**src/include/scr_consts.vh**
```
`ifndef SCR_CONSTS_VH
`define SCR_CONSTS_VH
// register byte addresses
`define SCR_A_MODE 12'h248
`define SCR_A_BRG 12'h249
`define SCR_A_TB_LO 12'h24a
`define SCR_A_TB_HI 12'h24b
`define SCR_A_C0 12'h24c
`define SCR_A_C1 12'h24d
`define SCR_A_RB_LO 12'h24e
`define SCR_A_RB_HI 12'h24f
`define SCR_A_CLKSEL 12'h250
`define SCR_A_PCLK 12'h251
`define SCR_A_PROT 12'h252
// reset values
`define SCR_C0_RST 8'h08
`define SCR_MODE_RST 8'h00
`define SCR_C1_RST 8'h02
// channel_control_0 fields
`define SCR_C0_CRS 2
`define SCR_C0_SHIFT_REG_EMPTY_FLAG 3
`define SCR_C0_CRD 4
`define SCR_C0_NCH 5
`define SCR_C0_CLOCK_POLARITY_SELECT 6
`define SCR_C0_BIT_ORDER_SELECT 7
// channel_mode_reg fields
`define SCR_MR_STOP2 4
`define SCR_MR_PRY 5
`define SCR_MR_PAR_EN 6
// control register 1 fields
`define SCR_C1_TE 0
`define SCR_C1_TI 1
`define SCR_C1_RE 2
`define SCR_C1_RI 3
// clock select fields
`define SCR_CS_LOW 2
`define SCR_CS_HIGH 3
`define SCR_PCLK_HALF 0
`define SCR_PROT_UNLOCK 0
// mode_field encodings
`define SCR_MODE_OFF 3'b000
`define SCR_MODE_SYNC 3'b001
`define SCR_MODE_I2C 3'b010
`define SCR_MODE_U7 3'b100
`define SCR_MODE_U8 3'b101
`define SCR_MODE_U9 3'b110
// timing
`define SCR_OVERSAMPLE 4'hf
`define SCR_MID_SAMPLE 4'h7
`endif

```
**src/hw/scr_rate_gen.v**
```verilog
`timescale 1ns/100ps
`default_nettype none
// count source selection and bit rate divider; tick_out is a one-cycle enable
module scr_rate_gen #(
    parameter W = 8
) (
    input wire mclk_in,
    input wire reset_in,
    input wire src_en_in,
    input wire halve_in,
    input wire [1:0] cnt_src_in,
    input wire [W-1:0] brg_in,
    input wire restart_in,
    output wire tick_out
);
    reg half_q;
    reg [4:0] pre_q;
    reg [W-1:0] brg_cnt_q;
    wire base_en;
    reg cnt_en;

    // base_clk_halving_sel only applies to the undivided source choice
    assign base_en = src_en_in & (~halve_in | half_q);

    always @(posedge mclk_in) begin
        if (reset_in) begin
            half_q <= 1'b0;
            pre_q <= 5'h00;
        end else if (src_en_in) begin
            half_q <= ~half_q;
            pre_q <= pre_q + 5'h01;
        end
    end

    // source pick; code 11 yields no count at all
    always @* begin
        case (cnt_src_in)
            2'b00: cnt_en = base_en;
            2'b01: cnt_en = src_en_in & (pre_q[2:0] == 3'h7);
            2'b10: cnt_en = src_en_in & (pre_q == 5'h1f);
            default: cnt_en = 1'b0;
        endcase
    end

    // divide by brg+1; a divider write restarts the count
    always @(posedge mclk_in) begin
        if (reset_in || restart_in) begin
            brg_cnt_q <= brg_in;
        end else if (cnt_en) begin
            brg_cnt_q <= (brg_cnt_q == {W{1'b0}}) ? brg_in : brg_cnt_q - {{(W-1){1'b0}}, 1'b1};
        end
    end

    assign tick_out = cnt_en & (brg_cnt_q == {W{1'b0}});
endmodule // scr_rate_gen
`default_nettype wire

```
**src/hw/scr_channel.v**
```verilog
// What this block does
// - low byte read clears framing, parity
// - overrun overwrites receive data with new char
// - arbitration flag cleared only by zero
// - error flags clear when off or disabled
// - overrun when new char ends, unread data
// - sync mode: framing, parity, sum inactive
// - framing error on missing stop bits
// - parity error on ones count mismatch
// - sum clears all-zero, sets two-or-more
// - count source 00, /8, /32, 11 unused
// - halving bit picks undivided or half
// - flow pin: 0 cts, 1 rts
// - shift empty flag shows transmit idle
// - flow disable releases the pin
// - output type 1 gives open drain
// - clock polarity swaps shift, sample edges
// - bit order: lsb or msb first
// - receive complete shows unread data
`timescale 1ns/100ps
`default_nettype none
`include "scr_consts.vh"
module scr_channel #(
    parameter HIGH_GROUP = 0
) (
    input wire mclk_in,
    input wire reset_in,
    input wire [11:0] addr_in,
    input wire [7:0] wdata_in,
    input wire wr_in,
    input wire rd_in,
    output wire [7:0] rdata_out,
    input wire alt_src_en_in,
    input wire arb_lost_in,
    input wire rxd_in,
    output wire txd_out,
    output wire txd_oe_out,
    output wire sclk_out,
    output wire sclk_oe_out,
    input wire cts_n_in,
    output wire rts_n_out,
    output wire rts_oe_out,
    output wire flow_pin_free_out
);
    // software registers
    reg [7:0] c0_q;
    reg [7:0] mode_q;
    reg [7:0] brg_q;
    reg te_q, re_q;
    reg [7:0] clksel_q;
    reg half_sel_q;
    reg unlock_q;
    reg [8:0] tb_q;
    reg ti_q;
    reg [8:0] rb_q;
    reg ri_q;
    reg oer_q, fer_q, per_q, sum_q, abt_q;
    reg [7:0] rdata_q;
    // transmit state
    reg tx_busy_q;
    reg [12:0] tx_frame_q;
    reg [3:0] tx_left_q;
    reg [3:0] tx_os_q;
    reg sclk_q;
    reg sync_out_q;
    // receive state
    reg rx_busy_q;
    reg [3:0] rx_os_q;
    reg [3:0] rx_idx_q;
    reg [12:0] rx_bits_q;
    reg [3:0] sync_idx_q;

    wire tick;
    wire [2:0] mode = mode_q[2:0];
    wire is_sync = (mode == `SCR_MODE_SYNC);
    wire is_async = (mode == `SCR_MODE_U7) | (mode == `SCR_MODE_U8) | (mode == `SCR_MODE_U9);
    wire clock_polarity_select = c0_q[`SCR_C0_CLOCK_POLARITY_SELECT];
    wire msb_first = c0_q[`SCR_C0_BIT_ORDER_SELECT];
    wire par_en = mode_q[`SCR_MR_PAR_EN];
    wire stop2 = mode_q[`SCR_MR_STOP2];
    wire flow_off = c0_q[`SCR_C0_CRD];
    wire rts_sel = c0_q[`SCR_C0_CRS];
    wire wr_c0 = wr_in & (addr_in == `SCR_A_C0);
    wire rd_rb_lo = rd_in & (addr_in == `SCR_A_RB_LO);

    // character length in bits for the current mode
    function [3:0] scr_len;
        input [2:0] m;
        begin
            case (m)
                `SCR_MODE_U7: scr_len = 4'd7;
                `SCR_MODE_U9: scr_len = 4'd9;
                default: scr_len = 4'd8;
            endcase
        end
    endfunction

    // mirror the low len bits when msb first; used on both directions
    function [8:0] scr_order;
        input [8:0] d;
        input [3:0] len;
        input msb;
        integer i;
        begin
            scr_order = 9'h000;
            for (i = 0; i < 9; i = i + 1) begin
                if (i < len) begin
                    scr_order[i] = msb ? d[len - 1 - i] : d[i];
                end
            end
        end
    endfunction

    wire [3:0] len = scr_len(mode);
    wire [3:0] frame_cnt = 4'd1 + len + {3'b000, par_en} + (stop2 ? 4'd2 : 4'd1);

    // the pre-divider source picks between the free system rate and an alternate enable
    wire grp_sel = (HIGH_GROUP != 0) ? clksel_q[`SCR_CS_HIGH] : clksel_q[`SCR_CS_LOW];
    wire src_en = grp_sel ? alt_src_en_in : 1'b1;

    scr_rate_gen #(
        .W(8)
    ) u_rate (
        .mclk_in(mclk_in),
        .reset_in(reset_in),
        .src_en_in(src_en),
        .halve_in(half_sel_q),
        .cnt_src_in(c0_q[1:0]),
        .brg_in(brg_q),
        .restart_in(wr_in & ((addr_in == `SCR_A_BRG) | (addr_in == `SCR_A_C0))),
        .tick_out(tick)
    );

    // plain configuration registers; the PCLK halving write needs the unlock bit
    always @(posedge mclk_in) begin
        if (reset_in) begin
            c0_q <= `SCR_C0_RST;
            mode_q <= `SCR_MODE_RST;
            brg_q <= 8'h00;
            te_q <= 1'b0;
            re_q <= 1'b0;
            clksel_q <= 8'h00;
            half_sel_q <= 1'b0;
            unlock_q <= 1'b0;
        end else if (wr_in) begin
            case (addr_in)
                `SCR_A_MODE: mode_q <= wdata_in;
                `SCR_A_BRG: brg_q <= wdata_in;
                `SCR_A_C0: c0_q <= wdata_in;
                `SCR_A_C1: begin
                    te_q <= wdata_in[`SCR_C1_TE];
                    re_q <= wdata_in[`SCR_C1_RE];
                end
                `SCR_A_CLKSEL: clksel_q <= wdata_in;
                `SCR_A_PROT: unlock_q <= wdata_in[`SCR_PROT_UNLOCK];
                `SCR_A_PCLK: begin
                    if (unlock_q) begin
                        half_sel_q <= wdata_in[`SCR_PCLK_HALF];
                    end
                end
                default: ;
            endcase
        end
    end

    // flow control: cts gates the start, only while enabled and selected
    wire cts_ok = flow_off | rts_sel | ~cts_n_in;
    wire tx_start = ~tx_busy_q & te_q & ~ti_q & cts_ok & (is_async | is_sync);

    // transmit buffer: the low byte write marks the buffer full, so the ninth bit goes first
    always @(posedge mclk_in) begin
        if (reset_in) begin
            tb_q <= 9'h000;
            ti_q <= 1'b1;
        end else if (wr_in && addr_in == `SCR_A_TB_HI) begin
            tb_q[8] <= wdata_in[0];
        end else if (wr_in && addr_in == `SCR_A_TB_LO) begin
            tb_q[7:0] <= wdata_in;
            ti_q <= 1'b0;
        end else if (tx_start) begin
            ti_q <= 1'b1;
        end
    end

    // outgoing frame, bit 0 goes out first
    reg [12:0] frame_d;
    reg [8:0] ord;
    integer k;
    always @* begin
        frame_d = 13'h1fff;
        ord = scr_order(tb_q, len, msb_first);
        for (k = 0; k < 9; k = k + 1) begin
            if (is_sync) begin
                if (k < 8) begin
                    frame_d[k] = ord[k];
                end
            end else if (k < len) begin
                frame_d[1 + k] = ord[k];
            end
        end
        if (is_async) begin
            frame_d[0] = 1'b0;
            if (par_en) begin
                frame_d[1 + len] = mode_q[`SCR_MR_PRY] ? ^ord : ~^ord;
            end
        end
    end

    // sync clock: idle level is high for polarity 0, low for polarity 1
    wire sclk_idle = ~clock_polarity_select;
    wire shift_edge = tick & tx_busy_q & is_sync & (sclk_q == sclk_idle);
    wire sample_edge = tick & tx_busy_q & is_sync & (sclk_q != sclk_idle);

    // transmit shifter: 16 ticks per async bit, two ticks per sync bit
    always @(posedge mclk_in) begin
        if (reset_in || mode == `SCR_MODE_OFF) begin
            tx_busy_q <= 1'b0;
            tx_frame_q <= 13'h1fff;
            tx_left_q <= 4'h0;
            tx_os_q <= 4'h0;
            sclk_q <= 1'b1;
            sync_out_q <= 1'b1;
        end else if (tx_start) begin
            tx_busy_q <= 1'b1;
            tx_frame_q <= frame_d;
            tx_left_q <= is_sync ? 4'd8 : frame_cnt;
            tx_os_q <= 4'h0;
            sclk_q <= sclk_idle;
        end else if (tx_busy_q && is_async && tick) begin
            tx_os_q <= tx_os_q + 4'h1;
            if (tx_os_q == `SCR_OVERSAMPLE) begin
                tx_frame_q <= {1'b1, tx_frame_q[12:1]};
                tx_left_q <= tx_left_q - 4'h1;
                tx_busy_q <= (tx_left_q != 4'h1);
            end
        end else if (shift_edge) begin
            sclk_q <= ~sclk_q;
            sync_out_q <= tx_frame_q[0];
            tx_frame_q <= {1'b1, tx_frame_q[12:1]};
        end else if (sample_edge) begin
            sclk_q <= ~sclk_q;
            tx_left_q <= tx_left_q - 4'h1;
            tx_busy_q <= (tx_left_q != 4'h1);
        end else if (!tx_busy_q) begin
            sclk_q <= sclk_idle;
            sync_out_q <= 1'b1;
        end
    end

    // async receiver: start bit found low, each bit sampled mid-cell
    wire rx_hunt = ~rx_busy_q & re_q & is_async & ~rxd_in;
    wire rx_mid = rx_busy_q & tick & (rx_os_q == `SCR_MID_SAMPLE);
    wire rx_false = rx_mid & (rx_idx_q == 4'h0) & rxd_in;
    wire async_done = rx_mid & ~rx_false & (rx_idx_q == frame_cnt - 4'h1);
    always @(posedge mclk_in) begin
        if (reset_in || !re_q || !is_async) begin
            rx_busy_q <= 1'b0;
            rx_os_q <= 4'h0;
            rx_idx_q <= 4'h0;
            rx_bits_q <= 13'h0000;
        end else if (rx_hunt) begin
            rx_busy_q <= 1'b1;
            rx_os_q <= 4'h0;
            rx_idx_q <= 4'h0;
        end else if (rx_busy_q && tick) begin
            rx_os_q <= rx_os_q + 4'h1;
            if (rx_mid) begin
                rx_bits_q[rx_idx_q] <= rxd_in;
                rx_idx_q <= rx_idx_q + 4'h1;
                rx_busy_q <= ~rx_false & ~async_done;
            end
        end
    end

    // sync receiver rides on the transmit clock's sample edges
    wire sync_done = sample_edge & re_q & (sync_idx_q == 4'd7);
    always @(posedge mclk_in) begin
        if (reset_in || tx_start) begin
            sync_idx_q <= 4'h0;
        end else if (sample_edge) begin
            sync_idx_q <= sync_idx_q + 4'h1;
        end
    end

    // assemble the finished character including the bit just sampled
    reg [12:0] full;
    reg [8:0] rx_raw;
    reg [8:0] rx_word;
    reg rx_fer, rx_per;
    integer j;
    always @*
    begin
        full = rx_bits_q;
        if (is_sync) begin
            full = {1'b0, tx_frame_q[12:1]};
            full[12:5] = 8'h00;
            full[sync_idx_q] = rxd_in;
        end else begin
            full[rx_idx_q] = rxd_in;
        end
        rx_raw = 9'h000;
        for (j = 0; j < 9; j = j + 1) begin
            if (j < len) begin
                rx_raw[j] = is_sync ? full[j] : full[1 + j];
            end
        end
        rx_word = scr_order(rx_raw, len, msb_first);
        rx_fer = ~full[frame_cnt - 4'h1] | (stop2 & ~full[frame_cnt - 4'h2]);
        rx_per = par_en & ((^rx_raw ^ full[1 + len]) == mode_q[`SCR_MR_PRY]);
    end
    wire rx_done = async_done | sync_done;

    // receive buffer and error flags
    wire clr_all = (mode == `SCR_MODE_OFF) | ~re_q;
    reg oer_d, fer_d, per_d, sum_d;
    always @* begin
        oer_d = oer_q;
        fer_d = fer_q;
        per_d = per_q;
        if (rd_rb_lo) begin
            fer_d = 1'b0;
            per_d = 1'b0;
        end
        if (rx_done) begin
            oer_d = oer_q | ri_q;
            fer_d = is_async & rx_fer;
            per_d = is_async & rx_per;
        end
        if (clr_all) begin
            oer_d = 1'b0;
            fer_d = 1'b0;
            per_d = 1'b0;
        end
        sum_d = sum_q;
        if ((oer_d & fer_d) | (oer_d & per_d) | (fer_d & per_d)) begin
            sum_d = 1'b1;
        end else if (!(oer_d | fer_d | per_d)) begin
            sum_d = 1'b0;
        end
    end

    always @(posedge mclk_in) begin
        if (reset_in) begin
            rb_q <= 9'h000;
            ri_q <= 1'b0;
            oer_q <= 1'b0;
            fer_q <= 1'b0;
            per_q <= 1'b0;
            sum_q <= 1'b0;
        end else begin
            oer_q <= oer_d;
            fer_q <= fer_d;
            per_q <= per_d;
            sum_q <= sum_d;
            if (rx_done) begin
                rb_q <= rx_word;
                ri_q <= 1'b1;
            end else if (rd_rb_lo || clr_all) begin
                ri_q <= 1'b0;
            end
        end
    end

    // arbitration flag: hardware sets, software can only clear; the set wins
    always @(posedge mclk_in) begin
        if (reset_in) begin
            abt_q <= 1'b0;
        end else if (arb_lost_in) begin
            abt_q <= 1'b1;
        end else if (wr_in && addr_in == `SCR_A_RB_HI && !wdata_in[3]) begin
            abt_q <= 1'b0;
        end
    end

    // read mux; data stands only in the cycle after the strobe
    wire err_vis = is_async;
    always @(posedge mclk_in) begin
        if (reset_in || !rd_in) begin
            rdata_q <= 8'h00;
        end else begin
            case (addr_in)
                `SCR_A_MODE: rdata_q <= mode_q;
                `SCR_A_BRG: rdata_q <= brg_q;
                `SCR_A_C0: rdata_q <= {c0_q[7:4], ~tx_busy_q, c0_q[2:0]};
                `SCR_A_C1: rdata_q <= {4'h0, ri_q, re_q, ti_q, te_q};
                `SCR_A_RB_LO: rdata_q <= rb_q[7:0];
                `SCR_A_RB_HI: rdata_q <= {sum_q & err_vis, per_q & err_vis, fer_q & err_vis,
                    oer_q, abt_q, 2'b00, rb_q[8]};
                `SCR_A_CLKSEL: rdata_q <= clksel_q;
                `SCR_A_PCLK: rdata_q <= {7'h00, half_sel_q};
                `SCR_A_PROT: rdata_q <= {7'h00, unlock_q};
                default: rdata_q <= 8'h00;
            endcase
        end
    end
    assign rdata_out = rdata_q;

    // line pins; open drain only ever pulls low
    wire txd_val = is_sync ? sync_out_q : tx_frame_q[0] | ~tx_busy_q;
    wire on = (mode != `SCR_MODE_OFF);
    wire output_type_select = c0_q[`SCR_C0_NCH];
    assign txd_out = txd_val;
    assign txd_oe_out = on & (~output_type_select | ~txd_val);
    assign sclk_out = sclk_q;
    assign sclk_oe_out = is_sync & (~output_type_select | ~sclk_q);

    // rts low means ready: receiver on and the buffer drained
    assign rts_n_out = ~(re_q & ~ri_q);
    assign rts_oe_out = on & ~flow_off & rts_sel;
    assign flow_pin_free_out = flow_off;
endmodule // scr_channel
`default_nettype wire

```
**config.mk**
```make
export PLATFORM = sky130hd
export DESIGN_NAME = scr_channel
export DESIGN_NICKNAME = d
export VERILOG_FILES = /design/src/hw/scr_rate_gen.v /design/src/hw/scr_channel.v
export VERILOG_INCLUDE_DIRS = /design/src /design/src/include
export SDC_FILE = /design/constraint.sdc
export NUM_CORES = 1
export LEC_CHECK = 0
export BUFFER_PORTS_ARGS = -buffer_cell sky130_fd_sc_hd__buf_2
export CAP_MARGIN = 20
export CELL_PAD_IN_SITES_DETAIL_PLACEMENT = 1
export CELL_PAD_IN_SITES_GLOBAL_PLACEMENT = 1
export CORE_ASPECT_RATIO = 2
export CORE_MARGIN = 5
export CORE_UTILIZATION = 45
export CTS_BUF_LIST = sky130_fd_sc_hd__clkbuf_2 sky130_fd_sc_hd__clkbuf_4 sky130_fd_sc_hd__clkbuf_8
export CTS_CLUSTER_DIAMETER = 30
export CTS_CLUSTER_SIZE = 25
export DETAILED_ROUTE_END_ITERATION = 12
export GPL_TIMING_DRIVEN = 0
export PLACE_DENSITY_LB_ADDON = 0.05
export SYNTH_ARGS = -nofsm -noshare
export SYNTH_HDL_FRONTEND = slang
export SYNTH_SLANG_ARGS = --single-unit
```
**constraint.sdc**
```tcl
create_clock -name mclk_in -period 8 [get_ports mclk_in]
set_input_delay 1.6 -clock mclk_in [delete_from_list [all_inputs] [get_ports mclk_in]]
set_output_delay 1.6 -clock mclk_in [all_outputs]
set_load 0.01 [all_outputs]
```
# --- Word level (Yosys, flattened, before mapping) ---
# Cells that the tools add are included.
classes:
  addsub: 22
  mux: 179
  magnitude_cmp: 26
  eq_ne: 34
  n_bitwise: 83
  reduce_logical: 55
ops:
  columns: ["op", "count"]
  rows:
  - ["$lt 32x5->1 const B", 9]
  - ["$eq 12x10->1 const B", 11]
  - ["$mux 1", 132]
  - ["$sub 32x3->32 const B", 4]
  - ["$mux 13", 7]
  - ["$bmux 1 s4", 21]
  - ["$pmux 8 s9", 1]
  - ["$sub 32x2->32 const B", 2]
  - ["$and 1x1->1", 41]
  - ["$bwmux 13", 3]
  - ["$ge 32x1->1 const B", 1]
  - ["$sub 32x1->32 const B", 1]
  - ["$mux 4", 6]
  - ["$mux 8", 3]
  - ["$reduce_and 2->1", 12]
  - ["$not 1->1", 23]
  - ["$lt 4x5->1 const B", 4]
  - ["$or 1x1->1", 18]
  - ["$reduce_xor 9->1", 2]
  - ["$add 4x1->4 const B", 4]
  - ["$lt 3x4->1 const A", 4]
  - ["$demux 1 s4", 3]
  - ["$eq 3x3->1 const B", 4]
  - ["$reduce_bool 2->1", 6]
  - ["44 further kinds", 77]
totals:
  register_bits: 133
  input_bits: 28
  wordCells: 432
  output_inout_bits: 15

# --- Longest topological paths before layout ---
logic_depth:
  depth_word: 19
  ltp_mapped: 19
  depth_no_buf: 17

# --- Cells and area by module ---
# From an unflattened synthesis, not the netlist that was laid out.
hier_totals:
  cells_unflattened: 996
  area_unflattened_um2: 8309.2
by_module_without_submodules:
  columns: ["mod", "seq_area_each_um2", "area_each_um2", "instances", "cells_per_inst"]
  rows:
  - ["scr_channel", 2362.3, 7398.3, 1, 912]
  - ["scr_rate_gen", 360.3, 910.9, 1, 84]

# --- Worst setup path after synthesis ---
# OpenSTA, ideal clock, no wires.
synth_timing:
  path_kind: "register to register"
  from: "register mode_q[2]"
  to: "register sum_q"
  path_stages_with_launch: 18
  period_less_slack_ns: 4.387
  required_ns: 7.887
  setup_ns: 0.113
  n_path_buf: 3
  arrival_time_ns: 4.274
  slack_ns: 3.613
  path_cell_list: "dfxtp_1 > buf_2 > or3b_2 > buf_2 > inv_2 > ha_1 > fa_1 > ha_1 > xnor3_1 > xnor2_1 > nand3_1 > mux2_2 > o32a_1 > buf_6 > and3_1 > a31oi_2 > maj3_2 > a21oi_2"
synth_via:
  elab_chain_len: 18
  word_cells_on_any_way: 81
  cone_classes: "add/sub (6); order compare (9); eq/ne (7); mux (33); bitwise (24); reduce/logical (2)"
synth_lines:
  columns: ["element", "line_no", "source"]
  rows:
  - ["start: declaration", "scr_channel.v:47", "reg [7:0] mode_q;"]
  - ["start signal: assignment", "scr_channel.v:138", "mode_q <= `SCR_MODE_RST;"]
  - ["start signal: assignment", "scr_channel.v:147", "`SCR_A_MODE: mode_q <= wdata_in;"]
  - ["$eq 3x3->1", "scr_channel.v:90", "case (m)"]
  - ["$pmux 4 s2", "scr_channel.v:90", null]
  - ["$add 1x4->4", "scr_channel.v:115", "wire [3:0] frame_cnt = 4'd1 + len + {3'b000, par_en} + (stop2 ? 4'd2 : 4'd1);"]
  - ["$add 4x1->4", "scr_channel.v:115", null]
  - ["$add 4x2->4", "scr_channel.v:115", null]
  - ["$sub 4x2->4", "scr_channel.v:308", "rx_fer = ~full[frame_cnt - 4'h1] | (stop2 & ~full[frame_cnt - 4'h2]);"]
  - ["$bmux 1 s4", "scr_channel.v:308", null]
  - ["$mux 1 (implied by the code)", "scr_channel.v:308", null]
  - ["$not 1->1", "scr_channel.v:308", null]
  - ["$and 1x1->1", "scr_channel.v:308", null]
  - ["$or 1x1->1", "scr_channel.v:308", null]
  - ["$and 1x1->1", "scr_channel.v:326", "fer_d = is_async & rx_fer;"]
  - ["$mux 1", "scr_channel.v:324", "if (rx_done) begin"]
  - ["$mux 1", "scr_channel.v:329", "if (clr_all) begin"]
  - ["$and 1x1->1", "scr_channel.v:335", "if ((oer_d & fer_d) | (oer_d & per_d) | (fer_d & per_d)) begin"]
  - ["$or 1x1->1 (2 in series)", "scr_channel.v:335", null]
  - ["$ne 2x2->1 (no line) / $mux 1 (equally long branches)", null, null]
  - ["end signal: assignment", "scr_channel.v:354", "sum_q <= sum_d;"]
  - ["end: declaration", "scr_channel.v:57", "reg oer_q, fer_q, per_q, sum_q, abt_q;"]
# Parallel ways exist; a longest one is shown, timed or not. The select of a mux whose other input is x is not followed.
# A chain may end at the register's enable or synchronous reset.

# --- Worst setup path after layout ---
# Same ends and word-level chain as after synthesis.

==> flow_metrics.env <==
export IMPL_cts_sinks=132
export IMPL_grt_pass1_wl_mm=47.54
export IMPL_async_flop_share_pct=0
export IMPL_synth_top_area_share_pct=30.34
export IMPL_post_route_min_period_ps=5112
export IMPL_cts_tree="yes"
export IMPL_power_frac_seq_pct=49.7
export IMPL_hold_viol=0
export IMPL_synth_cells=995
export IMPL_p_switching_mw=0.4023
export IMPL_synth_enable_flop_cells=8
export IMPL_cp_data_required_time_ps=8370
export IMPL_grt_pass1_vias=8684
export IMPL_hold_ws_ps=456.2
export IMPL_critical_path_class="flip-flop to flip-flop"
export IMPL_wire_per_inst_um=23.32
export IMPL_drt_iter0_markers=342
export IMPL_tightest_slew_ps=1266
export IMPL_synth_top_area_cell="dfxtp_1"
export IMPL_drt_pass1_iterations=7
export IMPL_status="complete, no violations"
export IMPL_cts_root_buf="clkbuf_8"
export IMPL_overflow=0
export IMPL_vias=7901
export IMPL_pwr_share_clk_pct=39.0
export IMPL_grt_max_degree=17
export IMPL_synth_nets=1052
export IMPL_hp_class="flip-flop to flip-flop"
export IMPL_syn_area_mm2=0.008183
export IMPL_cellPowerDensity_mw_per_mm2=158.0
export IMPL_crit_path_max_fanout=10
export IMPL_timing_fmax_mhz=195.6
export IMPL_setup_viol=0
export IMPL_max_stage_delay_ps=830
export IMPL_synth_seq_cells=132
export IMPL_dieWidth_um=105.4
export IMPL_arrival_ps=5480
export IMPL_p_leak_nw=3.243
export IMPL_synthToLayoutAreaGrowth_pct=10.38
export IMPL_maxCapViolCount=0
export IMPL_slew_headroom_pct=14.98
export IMPL_synth_area_leaders="dfxtp_1 (30%), mux2i_1 (5.7%), a21oi_1 (5.4%)"
export IMPL_totalWireLength_mm=29.85
export IMPL_synth_most_common_cell="dfxtp_1"
export IMPL_drcViolationCount=0
export IMPL_postCtsSetupBuffers=0
export IMPL_utilization_pct=50.54
export IMPL_num_rows=69
export IMPL_crit_path_top_delay_cell="fa_1"
export IMPL_fin_tns_setup_ps=0
export IMPL_coreArea_mm2=0.01787
export IMPL_numCtsBuffers=17
export IMPL_ys_warn_count=0
export IMPL_grt_setup_unrepaired="no"
export IMPL_cts_resized=0
export IMPL_place_area_mm2=0.008645
export IMPL_seq_area_frac_synth_pct=33.27
export IMPL_cts_path_max_buffers=2
export IMPL_crit_path_end_kind="flip-flop"
export IMPL_swShare_pct=28.19
export IMPL_ir_drop_mv=0.1242
export IMPL_diodes=0
export IMPL_ctsHoldBuffers=0
export IMPL_final_max_slew_viol_count=0
export IMPL_die_y_um=200.7
export IMPL_antenna_left=0
export IMPL_nets=1111
export IMPL_ioPinCount=43
export IMPL_htree_levels=4
export IMPL_routed_via_density=6.173
export IMPL_final_area_mm2=0.009032
export IMPL_critPathLaunchType="flip-flop"
export IMPL_finalCritPeriodShare_pct=63.90
export IMPL_crit_chain="buf_2 -> or3b_2 -> buf_2 -> inv_2 -> ha_1 -> fa_1 -> ha_1 -> xnor3_1 -> xnor2_1 -> nand3_1 -> mux2_2 -> o32a_1 -> buf_6 -> and3_1 -> a21oi_1 -> maj3_2 -> a21oi_2"
export IMPL_yosysUniqueCellTypes=88
export IMPL_grt_total_usage_pct=28.97
export IMPL_clk_latency_ps=460
export IMPL_gp_congestion=1.026
export IMPL_intPower_mw=1.025
export IMPL_grt_antenna_before_repair=0
export IMPL_clk_pin_slew_ps=80
export IMPL_synth_avg_cell_area_um2=8.224
export IMPL_initial_core_util_pct=45.79
export IMPL_synth_top_cells_by_count="dfxtp_1 (124), nand2_1 (112), nor2_1 (104)"
export IMPL_place_hpwl_mm=23.51
export IMPL_finClkSkew_ps=12.68
export IMPL_power_frac_comb_pct=11.3
export IMPL_die_area_mm2=0.02114
export IMPL_portBuffers=39
export IMPL_drive_gt1_share_pct=12.65
export IMPL_synthFlopType="dfxtp_1"
[final timing paths]
kind	startpoint	slack, ps	depth (start not counted)	endpoint
max reg2reg	mode_q[2]	2890	17	sum_q
min reg2reg	rb_q[3]	460	2	rb_q[3]
min	rb_q[3]	460	2	rb_q[3]
max	mode_q[2]	2890	17	sum_q
[critical path: cells and delay by family, from the launching register on]
kind	cells	cell delay (ps)
AO/OA/AOI/OAI	3	690
XOR/XNOR	2	490
adder cells (fa/ha/maj)	4	1660
AND/OR/NAND/NOR	3	710
flip-flops	1	310
multiplexers	1	370
buffers and inverters	4	770
[cells in the final DEF, fill, tap and decap left out, drive strengths merged, types with 5 or more instances in the layout]
cell type / n
buf: 54
o22ai: 7
a21oi: 90
and3: 12
a22oi: 12
nand2b: 6
o21ai: 43
o2111ai: 7
a221oi: 12
xnor2: 23
mux2i: 47
a211oi: 13
or2: 6
xnor3: 7
nor4: 6
inv: 34
nand2: 113
nand4: 9
nand3: 44
or3b: 9
nand3b: 13
xor2: 16
dfxtp: 124
clkinv: 8
nor3: 17
nor2b: 5
edfxtp: 8
clkbuf: 71
mux2: 12
nor2: 104
nor3b: 7
o211ai: 6
a31oi: 8
and3b: 6
ha: 28
or3: 10
[routing by layer]
metal	vias to the layer above	wire [um]	part of all wire, %	track usage [%]
met4	0	2381	8.0	20.93
met5	-	0	0	0
li1	3713	-	-	-
met3	117	891	3.0	4.248
met2	206	16580	56	56.26
met1	3865	9993	33	26.28
[power by group through the flow]
stage                     clock network, mW  logic [mW]  registers [mW]
final                                 0.557       0.161           0.709
after global routing                  0.595       0.176           0.711
after CTS                             0.565       0.163           0.708
after detailed placement                  0       0.161           0.724
after global placement                    0       0.157           0.723
after floorplan                           0       0.108           0.717
[cell type report]
cell class	instances	area (um^2)
clock buffer	21	282.8
buffer	64	272.8
inverter	35	131.4
tap	213	266.5
multi-input combinational	764	5056
timing repair buffer	40	200.2
sequential	132	2723
clock inverter	11	100.1
fill	2215	8838
[through the flow]
stage / std cells / setup WS, ps / power (mW)
2_1_floorplan: 995 / 3613 / 0.8249
6_report: 1280 / 2888 / 1.427
3_5_place_dp: 1247 / 2901 / 0.8848
5_1_grt: 1280 / 2583 / 1.481
4_1_cts: 1279 / 2879 / 1.436
3_3_place_gp: 1247 / 2943 / 0.8801
[flip-flops by register name (all words and copies together) (netlist names), 7 cells and up]
register          cells
rb_q                  9
tx_frame_q           13
brg_q                 8
rdata_out             8
rx_bits_q            13
c0_q                  7
u_rate.brg_cnt_q      8
tb_q                  9
clksel_q              8
mode_q                8
[kinds of logic (layout without fill, tap and decap cells)]
family,count (synthesis),after routing,synth area share [%]
muxes,62,62,8.226
buffers and inverters,99,171,4.939
and+or+nand+nor,379,379,23.10
AOI/OAI and AO/OA,247,247,19.68
xor gates and xnor gates,46,46,6.116
DFF,132,132,33.27
adders and majority gates,30,30,4.664
No activity file was read; power rests on OpenSTA's default activity.
